==> src/pkg/sgps_defines.svh <==
// constants of the parameter set priority selector
`ifndef SGPS_DEFINES_SVH
`define SGPS_DEFINES_SVH

// ======================================================
// sizes
`define SGPS_NGRP 8
`define SGPS_NCOND 30
`define SGPS_AW 6
`define SGPS_DW 32
`define SGPS_CODE_NONE 4'h0
`define SGPS_CODE_MAX 4'h8

// ======================================================
// register byte offsets
`define SGPS_A_CTRL 6'h00
`define SGPS_A_USED 6'h04
`define SGPS_A_FORCE 6'h08
`define SGPS_A_REMOTE 6'h0c
`define SGPS_A_LOCAL 6'h10
`define SGPS_A_STATE 6'h14
`define SGPS_A_FILT_ON 6'h18
`define SGPS_A_FILT_OFF 6'h1c
`define SGPS_A_EVT_STAT 6'h20
`define SGPS_A_EVT_CLR 6'h24
`define SGPS_A_EVT_EN 6'h28
`define SGPS_A_STAMP 6'h2c

// ======================================================
// fields and reset values
`define SGPS_CTRL_FORCE 0
`define SGPS_ST_ACT_LSB 0
`define SGPS_ST_REQ_LSB 8
`define SGPS_ST_FORCE 16
`define SGPS_USED_RST 4'h1
`define SGPS_FILT_RST 30'h3fffffff

// ======================================================
// event condition indices
`define SGPS_C_REQ 0
`define SGPS_C_ACT 8
`define SGPS_C_ENA 16
`define SGPS_C_REM 24
`define SGPS_C_LOC 25
`define SGPS_C_FRC 26
`define SGPS_C_FNC 27
`define SGPS_C_FFF 28
`define SGPS_C_FPR 29

`endif

==> src/pkg/sgps_pkg.sv <==
// types of the parameter set priority selector
`include "sgps_defines.svh"

package sgps_pkg;

  // ======================================================
  // bus and event carriers
  typedef struct packed {
    logic [`SGPS_AW-1:0] address;
    logic read;
    logic write;
    logic [`SGPS_DW-1:0] writedata;
  } sgps_avs_req_t;

  typedef struct packed {
    logic valid;
    logic on;
    logic [4:0] id;
    logic [31:0] stamp;
  } sgps_evt_t;

  typedef enum logic {
    SGPS_IDLE = 1'b0,
    SGPS_ANS = 1'b1
  } sgps_bus_t;

endpackage

==> src/rtl/sgps_top.sv <==
// parameter set priority selector with event reporting
//
// Functional notes
// - fixed priority: set one highest, set eight lowest
// - each request input accepts a short pulse or a held level
// - held set one request blocks every other set request
// - held set two request admits only set one requests
// - held set five request drops six to eight, keeps one to four
// - held set eight request blocks nothing
// - active set returns to set one only on a set one request
// - event on each condition change, carrying a time stamp
// - per-event filter keeps rising, falling or both edges
// - on/off events for remote and local change requests
// - unconfigured target raises fail events, never activated
// - forced request failing its conditions raises fail events
// - request beaten by higher held request raises fail events
// - pulse-activated set stays latched until another request
// - forcing overrides inputs; only forced selection decides
// - remote request cannot pass a higher held set
//
// Implementation choices: register access over Avalon-MM and the register offsets.
`timescale 1ns/1ps
`include "sgps_defines.svh"

module sgps_top (
  input wire logic CLK,
  input wire logic RST_N,
  input wire logic [`SGPS_NGRP-1:0] SG_REQ,
  input wire sgps_pkg::sgps_avs_req_t AVS_REQ,
  output logic [`SGPS_DW-1:0] AVS_READDATA,
  output logic AVS_WAITREQUEST,
  output logic [`SGPS_NGRP-1:0] ACTIVE_SET,
  output sgps_pkg::sgps_evt_t EVT,
  output logic IRQ
);

  // ======================================================
  // state
  sgps_pkg::sgps_bus_t bus_state;
  logic [2:0] active;
  logic [3:0] used;
  logic force_en;
  logic frc_wr;
  logic [3:0] frc_code;
  logic [3:0] rem_code;
  logic [3:0] loc_code;
  logic [`SGPS_NGRP-1:0] req_q;
  logic fail_cfg;
  logic fail_frc;
  logic fail_pri;
  logic [`SGPS_NCOND-1:0] filt_on;
  logic [`SGPS_NCOND-1:0] filt_off;
  logic [`SGPS_NCOND-1:0] cond_q;
  logic [`SGPS_NCOND-1:0] pend_on;
  logic [`SGPS_NCOND-1:0] pend_off;
  logic [`SGPS_NCOND-1:0] evt_stat;
  logic [`SGPS_NCOND-1:0] evt_en;
  logic [31:0] stamp;

  // ======================================================
  // combinational signals
  logic acc;
  logic wr_go;
  logic [`SGPS_DW-1:0] rd_mux;
  logic [`SGPS_NGRP-1:0] used_mask;
  logic [`SGPS_NGRP-1:0] valid_in;
  logic [`SGPS_NGRP-1:0] blocked;
  logic [`SGPS_NGRP-1:0] asks;
  logic [`SGPS_NGRP-1:0] cand;
  logic hold_any;
  logic [2:0] hold_idx;
  logic [2:0] next_active;
  logic next_fail_cfg;
  logic next_fail_frc;
  logic next_fail_pri;
  logic [`SGPS_NCOND-1:0] cond;
  logic [`SGPS_NCOND-1:0] rise;
  logic [`SGPS_NCOND-1:0] fall;
  logic [`SGPS_NCOND-1:0] clr_on;
  logic [`SGPS_NCOND-1:0] clr_off;
  logic [`SGPS_NCOND-1:0] next_stat;
  logic emit;
  logic emit_on;
  logic [4:0] emit_id;

  function automatic logic [`SGPS_NGRP-1:0] decode(input logic [3:0] c);
    logic [`SGPS_NGRP-1:0] v;
    v = '0;
    if (c != `SGPS_CODE_NONE && c <= `SGPS_CODE_MAX) begin
      v[3'(c - 4'h1)] = 1'b1;
    end
    return v;
  endfunction

  // ======================================================
  // avalon slave: one wait cycle, answer on the second
  assign acc = (bus_state == sgps_pkg::SGPS_ANS);
  assign wr_go = acc && AVS_REQ.write;

  always_ff @(posedge CLK or negedge RST_N) begin
    if (!RST_N) begin
      bus_state <= sgps_pkg::SGPS_IDLE;
      AVS_WAITREQUEST <= 1'b1;
    end else begin
      unique case (bus_state)
        sgps_pkg::SGPS_IDLE: begin
          if (AVS_REQ.read || AVS_REQ.write) begin
            bus_state <= sgps_pkg::SGPS_ANS;
            AVS_WAITREQUEST <= 1'b0;
          end
        end
        sgps_pkg::SGPS_ANS: begin
          bus_state <= sgps_pkg::SGPS_IDLE;
          AVS_WAITREQUEST <= 1'b1;
        end
      endcase
    end
  end

  always_comb begin
    rd_mux = '0;
    unique case (AVS_REQ.address)
      `SGPS_A_CTRL: rd_mux[`SGPS_CTRL_FORCE] = force_en;
      `SGPS_A_USED: rd_mux[3:0] = used;
      `SGPS_A_STATE: begin
        rd_mux[`SGPS_ST_ACT_LSB +: 3] = active;
        rd_mux[`SGPS_ST_REQ_LSB +: `SGPS_NGRP] = SG_REQ;
        rd_mux[`SGPS_ST_FORCE] = force_en;
      end
      `SGPS_A_FILT_ON: rd_mux[`SGPS_NCOND-1:0] = filt_on;
      `SGPS_A_FILT_OFF: rd_mux[`SGPS_NCOND-1:0] = filt_off;
      `SGPS_A_EVT_STAT: rd_mux[`SGPS_NCOND-1:0] = evt_stat;
      `SGPS_A_EVT_EN: rd_mux[`SGPS_NCOND-1:0] = evt_en;
      `SGPS_A_STAMP: rd_mux = stamp;
      // write-only and unmapped words read as zero
      default: rd_mux = '0;
    endcase
  end

  always_ff @(posedge CLK or negedge RST_N) begin
    if (!RST_N) begin
      AVS_READDATA <= '0;
    end else if (!acc && AVS_REQ.read) begin
      AVS_READDATA <= rd_mux;
    end
  end

  // ======================================================
  // software settings
  always_ff @(posedge CLK or negedge RST_N) begin
    if (!RST_N) begin
      force_en <= 1'b0;
      used <= `SGPS_USED_RST;
      filt_on <= `SGPS_FILT_RST;
      filt_off <= `SGPS_FILT_RST;
      evt_en <= '0;
    end else if (wr_go) begin
      unique case (AVS_REQ.address)
        `SGPS_A_CTRL: force_en <= AVS_REQ.writedata[`SGPS_CTRL_FORCE];
        `SGPS_A_USED: begin
          // out-of-range counts are ignored, keeping at least one set in use
          if (AVS_REQ.writedata[3:0] != `SGPS_CODE_NONE &&
              AVS_REQ.writedata[3:0] <= `SGPS_CODE_MAX) begin
            used <= AVS_REQ.writedata[3:0];
          end
        end
        `SGPS_A_FILT_ON: filt_on <= AVS_REQ.writedata[`SGPS_NCOND-1:0];
        `SGPS_A_FILT_OFF: filt_off <= AVS_REQ.writedata[`SGPS_NCOND-1:0];
        `SGPS_A_EVT_EN: evt_en <= AVS_REQ.writedata[`SGPS_NCOND-1:0];
        default: begin
        end
      endcase
    end
  end

  // remote and local request strobes last one cycle, so each raises an on and an off event
  always_ff @(posedge CLK or negedge RST_N) begin
    if (!RST_N) begin
      frc_wr <= 1'b0;
      frc_code <= `SGPS_CODE_NONE;
      rem_code <= `SGPS_CODE_NONE;
      loc_code <= `SGPS_CODE_NONE;
    end else begin
      frc_wr <= wr_go && AVS_REQ.address == `SGPS_A_FORCE;
      frc_code <= AVS_REQ.writedata[3:0];
      rem_code <= (wr_go && AVS_REQ.address == `SGPS_A_REMOTE) ?
                  AVS_REQ.writedata[3:0] : `SGPS_CODE_NONE;
      loc_code <= (wr_go && AVS_REQ.address == `SGPS_A_LOCAL) ?
                  AVS_REQ.writedata[3:0] : `SGPS_CODE_NONE;
    end
  end

  // ======================================================
  // priority selection
  always_comb begin
    used_mask = '0;
    blocked = '0;
    hold_any = 1'b0;
    hold_idx = 3'h0;
    for (int i = 0; i < `SGPS_NGRP; i++) begin
      used_mask[i] = 4'(i) < used;
    end
    valid_in = SG_REQ & used_mask;
    // lowest index held wins; scanning down leaves the highest priority
    for (int i = `SGPS_NGRP - 1; i >= 0; i--) begin
      if (valid_in[i]) begin
        hold_any = 1'b1;
        hold_idx = 3'(i);
      end
    end
    // everything below the held set is refused, set eight refuses none
    for (int j = 0; j < `SGPS_NGRP; j++) begin
      blocked[j] = hold_any && 3'(j) > hold_idx;
    end
    asks = (SG_REQ & ~req_q) | decode(rem_code) | decode(loc_code);
    cand = valid_in | (asks & used_mask & ~blocked);
  end

  always_comb begin
    next_active = active;
    next_fail_cfg = 1'b0;
    next_fail_frc = 1'b0;
    next_fail_pri = 1'b0;
    if (force_en) begin
      // inputs and remote or local requests have no say here
      if (frc_wr) begin
        if ((decode(frc_code) & used_mask) != '0) begin
          next_active = 3'(frc_code - 4'h1);
        end else begin
          next_fail_frc = 1'b1;
        end
      end
    end else begin
      next_fail_frc = frc_wr;
      next_fail_cfg = (asks & ~used_mask) != '0;
      next_fail_pri = (asks & used_mask & blocked) != '0;
      for (int i = `SGPS_NGRP - 1; i >= 0; i--) begin
        if (cand[i]) begin
          next_active = 3'(i);
        end
      end
    end
  end

  always_ff @(posedge CLK or negedge RST_N) begin
    if (!RST_N) begin
      active <= 3'h0;
      ACTIVE_SET <= 8'h01;
      req_q <= '0;
      fail_cfg <= 1'b0;
      fail_frc <= 1'b0;
      fail_pri <= 1'b0;
    end else begin
      active <= next_active;
      ACTIVE_SET <= 8'h01 << next_active;
      req_q <= SG_REQ;
      fail_cfg <= next_fail_cfg;
      fail_frc <= next_fail_frc;
      fail_pri <= next_fail_pri;
    end
  end

  // ======================================================
  // event conditions and edge detection
  always_comb begin
    cond = '0;
    cond[`SGPS_C_REQ +: `SGPS_NGRP] = req_q;
    cond[`SGPS_C_ACT +: `SGPS_NGRP] = 8'h01 << active;
    cond[`SGPS_C_ENA +: `SGPS_NGRP] = used_mask;
    cond[`SGPS_C_REM] = rem_code != `SGPS_CODE_NONE;
    cond[`SGPS_C_LOC] = loc_code != `SGPS_CODE_NONE;
    cond[`SGPS_C_FRC] = force_en;
    cond[`SGPS_C_FNC] = fail_cfg;
    cond[`SGPS_C_FFF] = fail_frc;
    cond[`SGPS_C_FPR] = fail_pri;
    rise = cond & ~cond_q;
    fall = ~cond & cond_q;
  end

  // queue one pending edge per condition and direction; set wins over the emit clear
  always_ff @(posedge CLK or negedge RST_N) begin
    if (!RST_N) begin
      cond_q <= {{(`SGPS_NCOND-`SGPS_C_ENA-1){1'b0}}, 1'b1,
                 {(`SGPS_C_ENA-`SGPS_C_ACT-1){1'b0}}, 1'b1,
                 {`SGPS_C_ACT{1'b0}}};
      pend_on <= '0;
      pend_off <= '0;
    end else begin
      cond_q <= cond;
      pend_on <= (pend_on & ~clr_on) | (rise & filt_on);
      pend_off <= (pend_off & ~clr_off) | (fall & filt_off);
    end
  end

  // one event leaves per cycle; a burst drains at the lowest index first
  always_comb begin
    emit = 1'b0;
    emit_on = 1'b0;
    emit_id = 5'h00;
    clr_on = '0;
    clr_off = '0;
    for (int i = `SGPS_NCOND - 1; i >= 0; i--) begin
      if (pend_on[i] || pend_off[i]) begin
        emit = 1'b1;
        emit_on = pend_on[i];
        emit_id = 5'(i);
      end
    end
    if (emit) begin
      clr_on[emit_id] = emit_on;
      clr_off[emit_id] = !emit_on;
    end
  end

  always_ff @(posedge CLK or negedge RST_N) begin
    if (!RST_N) begin
      stamp <= '0;
      EVT <= '0;
    end else begin
      stamp <= stamp + 32'h1;
      EVT.valid <= emit;
      EVT.on <= emit_on;
      EVT.id <= emit_id;
      EVT.stamp <= stamp;
    end
  end

  // ======================================================
  // interrupt status: any edge sets, clear write drops, set wins
  always_comb begin
    next_stat = evt_stat;
    if (wr_go && AVS_REQ.address == `SGPS_A_EVT_CLR) begin
      next_stat = next_stat & ~AVS_REQ.writedata[`SGPS_NCOND-1:0];
    end
    next_stat = next_stat | rise | fall;
  end

  always_ff @(posedge CLK or negedge RST_N) begin
    if (!RST_N) begin
      evt_stat <= '0;
      IRQ <= 1'b0;
    end else begin
      evt_stat <= next_stat;
      IRQ <= (next_stat & evt_en) != '0;
    end
  end

endmodule

==> config.mk <==
export PLATFORM = sky130hd
export DESIGN_NAME = sgps_top
export DESIGN_NICKNAME = d
export VERILOG_FILES = /design/src/pkg/sgps_pkg.sv /design/src/rtl/sgps_top.sv
export VERILOG_INCLUDE_DIRS = /design/src /design/src/pkg
export SDC_FILE = /design/constraint.sdc
export NUM_CORES = 1
export LEC_CHECK = 0
export ABC_CLOCK_PERIOD_IN_PS = 7710
export BUFFER_PORTS_ARGS = -buffer_cell sky130_fd_sc_hd__buf_2
export CAP_MARGIN = 10
export CORE_UTILIZATION = 45
export DETAILED_ROUTE_END_ITERATION = 10
export GPL_TIMING_DRIVEN = 0
export HOLD_SLACK_MARGIN = 0.06
export PLACE_DENSITY = 0.62
export SYNTH_ARGS = -nofsm -noshare
export SYNTH_HDL_FRONTEND = slang
export SYNTH_SLANG_ARGS = --single-unit
==> constraint.sdc <==
create_clock -name CLK -period 7.71 [get_ports CLK]
set_input_delay 0.3855 -clock CLK [delete_from_list [all_inputs] [get_ports CLK]]
set_output_delay 0.3855 -clock CLK [all_outputs]
set_load 0.02 [all_outputs]
==> implementation parameters <==
Parameter                              Value

STA
  Final-layout worst hold slack    between 0.1 and 0.15 ns
  Tightest slew margin relative to the limit    25.8%
  Final period demand of the worst path    roughly 3.6 ns
  Unrepaired setup endpoints after global routing    false
  Final Skew    roughly 0.014 ns
  Slew at the pin with the worst max-slew slack    1.11 ns
  Highest clock frequency the design can meet    about 0.27 GHz
  Hold Violations, Final    0
  Final slew viol count    0
  Final setup fails    0
  Period utilization    47.2%

Global routing
  Aggregate global routing overflow    0
  Global routing's busiest layer    met2
  Global-route met3 utilization    4.73%
  Overall Global Routing Usage    31.2%
  Global routing met2 resource utilization    47.7%
  Via count of the first global-routing pass    12800
  Met1 routing resource usage after global routing    44.1%
  Global-route wire length before repair    about 80000 µm
  Number of antenna violations at the first check in global routing    0
  Maximum number of pins on one net before global-route repair    115

Worst setup path
  Largest fanout on the critical path    10
  Worst Path Arrival    4.01 ns
  CP peak stage delay    around 0.67 ns
  Critical path startpoint category    flip-flop
  Cell repeated most along the worst path    nand2_1
  Length in cells of the worst reg-to-reg path    9
  Setup crit end kind    flip-flop
  Cells along the critical path    clkbuf_1 > nand2_1 > nor3_4 > buf_2 > nand2_1 > a21o_1 > a22oi_1 > nand4_1 > or4_1
  Worst Path Required    8.08 ns
  Master of the slowest instance on the critical path    or4_1
  Critical path type    flip-flop to flip-flop

Final layout
  Area of all sequential standard cells    0.00899 mm²
  Final cell utilization of the core    53.8%
  Area used by multi-input combinational logic    0.00646 mm²
  Top Registers    EVT: 39 flops, AVS_READDATA: 32 flops, stamp: 32 flops
  Flip-flop count of the largest register after layout    39
  Fin nets    ~1700
  Filler-free cell count of the finished design    2108
  Fraction of final layout cells with drive strength greater than 1    23.5%
  Area added between synthesis and finish    16.9%
  N_diodes    0
  Finished layout cell area    0.0187 mm²
  Total of fill cells in the finished design    about 3100
  Largest register by flop count    EVT

Hold path
  Hold Crit Depth    2
  Class of the tightest hold or removal check    input port to flip-flop

Floorplanning
  Die extent in x    191 µm
  Site Rows    68
  Number of top-level pins    between 100 and 150
  Full die area    ~0.036 mm²
  Die extent in y    between 150 and 200 µm
  Effective utilization at floorplan    46.0%
  Core area    0.0348 mm²

Clock network
  Clock tree from TritonCTS    done
  Clk sinks    356
  TritonCTS Buffers    40
  Source-to-sink clock delay at the later pin of the worst-skew pair    0.53 ns
  H-tree levels    2
  Post-CTS Setup Repair Bufs    0
  Clk pin slew, worst setup/hold paths    0.06 ns
  Number of buffers on the longest clock path    3
  Cell at the root of the clock tree    clkbuf_16

Placement
  Number of cells after detailed placement    2030
  Area of placed instances    0.0173 mm²
  Post-detail-place hpwl    slightly above 40000 µm
  Number of buffer cells added on primary ports    127
  Last weighted congestion value of the routability-driven placer    0.940

Routing
  Post-DR vias/cell    6.11
  Total wirelength of the detailed-routed design    55600 µm
  Routed WL per cell    between 20 and 30 µm
  Remaining number of nets flagged by the antenna check after routing    0
  Routed via count    12900
  Residual DRC    0
  DRT Pass-1 Iters    6
  Violation count after the first detailed-routing iteration    1185

Power
  Ratio of total power to cell area    289 mW/mm²
  Peak VDD IR    about 200 µV
  Static Leakage    0.00827 µW

Yosys
  Number of warnings printed during yosys synthesis    0
  Biggest area contributors in the synthesized netlist    dfrtp_1 45%, dfstp_2 11%, mux2_2 6.5%, nand2_1 2.7%, nor2_1 2.4%
  Cell area after synthesis    0.0160 mm²
  Post-synth top cells    291 x dfrtp_1, 114 x nand2_1, 102 x nor2_1
  Count of different cell masters after synthesis    82
  Post-synthesis sequential area ratio    56.2%
  FFs w/ async S/R, synth    100%
  Synth Flop Type    dfrtp_1
  Cell taking the most area after synthesis    dfrtp_1
  Post-Synthesis Cells    1442
  Synth top area share    45.5%
  Average footprint of a synthesized cell    11.1 µm²
  Leading cell type by number of instances after synthesis    dfrtp_1
  Number of nets in the synthesized netlist    1496
  EDFF count, synth    0
  Flip-flop and latch count after synthesis    356

Flow run
  Max-cap violations    0

Run status
  Run status    finished clean
==> path summary, 6_finish.rpt <==
kind / start / to / slack (ns)
max: acc$_DFF_PN0_ / IRQ$_DFF_PN0_ / 4.07
min: AVS_REQ[28] / evt_en[28]$_DFFE_PN0P_ / 0.13
max reg2reg: acc$_DFF_PN0_ / IRQ$_DFF_PN0_ / 4.07
min reg2reg: used[3]$_DFFE_PN0P_ / cond_q[23]$_DFF_PN0_ / 0.41
max in group asynchronous: RST_N / stamp[30]$_DFF_PN0_ / 6.01
min in group asynchronous: RST_N / frc_code[2]$_DFF_PN0_ / 0.38
==> layout make-up <==
class | instances | share of cell area [%]
inverter | 71 | 1.44
tap | 455 | 3.04
sequential | 356 | 48.0
multi-input combinational | 948 | 34.6
timing repair buffer | 140 | 4.33
buffer | 67 | 1.50
clock inverter | 10 | 0.829
clock buffer | 61 | 6.26
==> metal layers <==
layer  routed length (µm)  share of wire (%)  vias to the layer above
met5                    0                  0                        -
met4                 2630                4.7                        0
met3                 3710                6.7                      116
met2                25000                 45                      532
met1                24300                 44                     6556
li1                     -                  -                     5669
==> cell families after synthesis <==
group / count (synthesis) / synth area share (%)
AND/OR/NAND/NOR: 420 / 13.2
buffers and inverters: 138 / 3.44
AO/OA/AOI/OAI: 369 / 17.0
flip-flops: 356 / 56.2
adder cells (fa/ha/maj): 4 / 0.313
multiplexers: 93 / 6.54
XOR/XNOR: 62 / 3.39
==> cells in the final DEF (no fill, tap or decap), types with 5 or more instances in the layout <==
master	synthesis	layout
a21o_1	35	35
or4_1	7	7
o21ai_0	59	59
nand2b_1	14	14
a222oi_1	20	20
a22oi_1	50	50
mux2_2	92	92
or3_1	5	5
xnor2_1	33	33
xor2_1	29	29
and2_1	15	15
nand4_1	11	11
nor3_1	28	28
clkbuf_16	0	41
a221oi_1	17	17
nand2_1	114	114
o22ai_1	7	7
a22o_1	15	15
buf_2	9	138
nor2b_1	13	13
a32o_1	12	12
a32oi_1	8	8
inv_1	66	66
a21oi_1	35	35
o31ai_1	10	10
and3_1	13	13
dfrtp_1	291	291
nor4_1	15	15
nor3b_1	13	13
nand3b_1	8	8
nand3_1	42	42
clkbuf_8	0	7
o41ai_1	19	19
a31oi_1	36	36
dlygate4sd3_1	0	6
nor2_1	102	102
dfstp_2	65	65
clkbuf_1	53	66
==> worst max-delay path, delay by kind of cell (launching register included) <==
kind | cells | cell delay [ns]
AOI/OAI and AO/OA | 2 | 0.68
buffers and inverters | 2 | 0.79
and+or+nand+nor | 5 | 1.69
DFF | 1 | 0.32
==> stage by stage <==
step | power [µW] | TNS [ns] | worst slack, ns
after CTS | 5410 | 0 | 4.10
final | 5400 | 0 | 4.07
after global placement | 3460 | -170.76 | -0.631
after floorplan | 2860 | 0 | 5.14
after global routing | 5590 | 0 | 3.93
after detailed placement | 3480 | 0 | 4.00
==> repair_timing <==
item                                   4_1_cts  5_1_grt
hold buffers                                 6        0
endpoints found under the hold margin       50        0
gates resized for setup                      0        0
==> power by group <==
group	switching (µW)	total, µW	internal (µW)
logic	919	1250	330
registers	157	2220	2060
clock network	756	1930	1180
(Power assumes the default switching activity.)
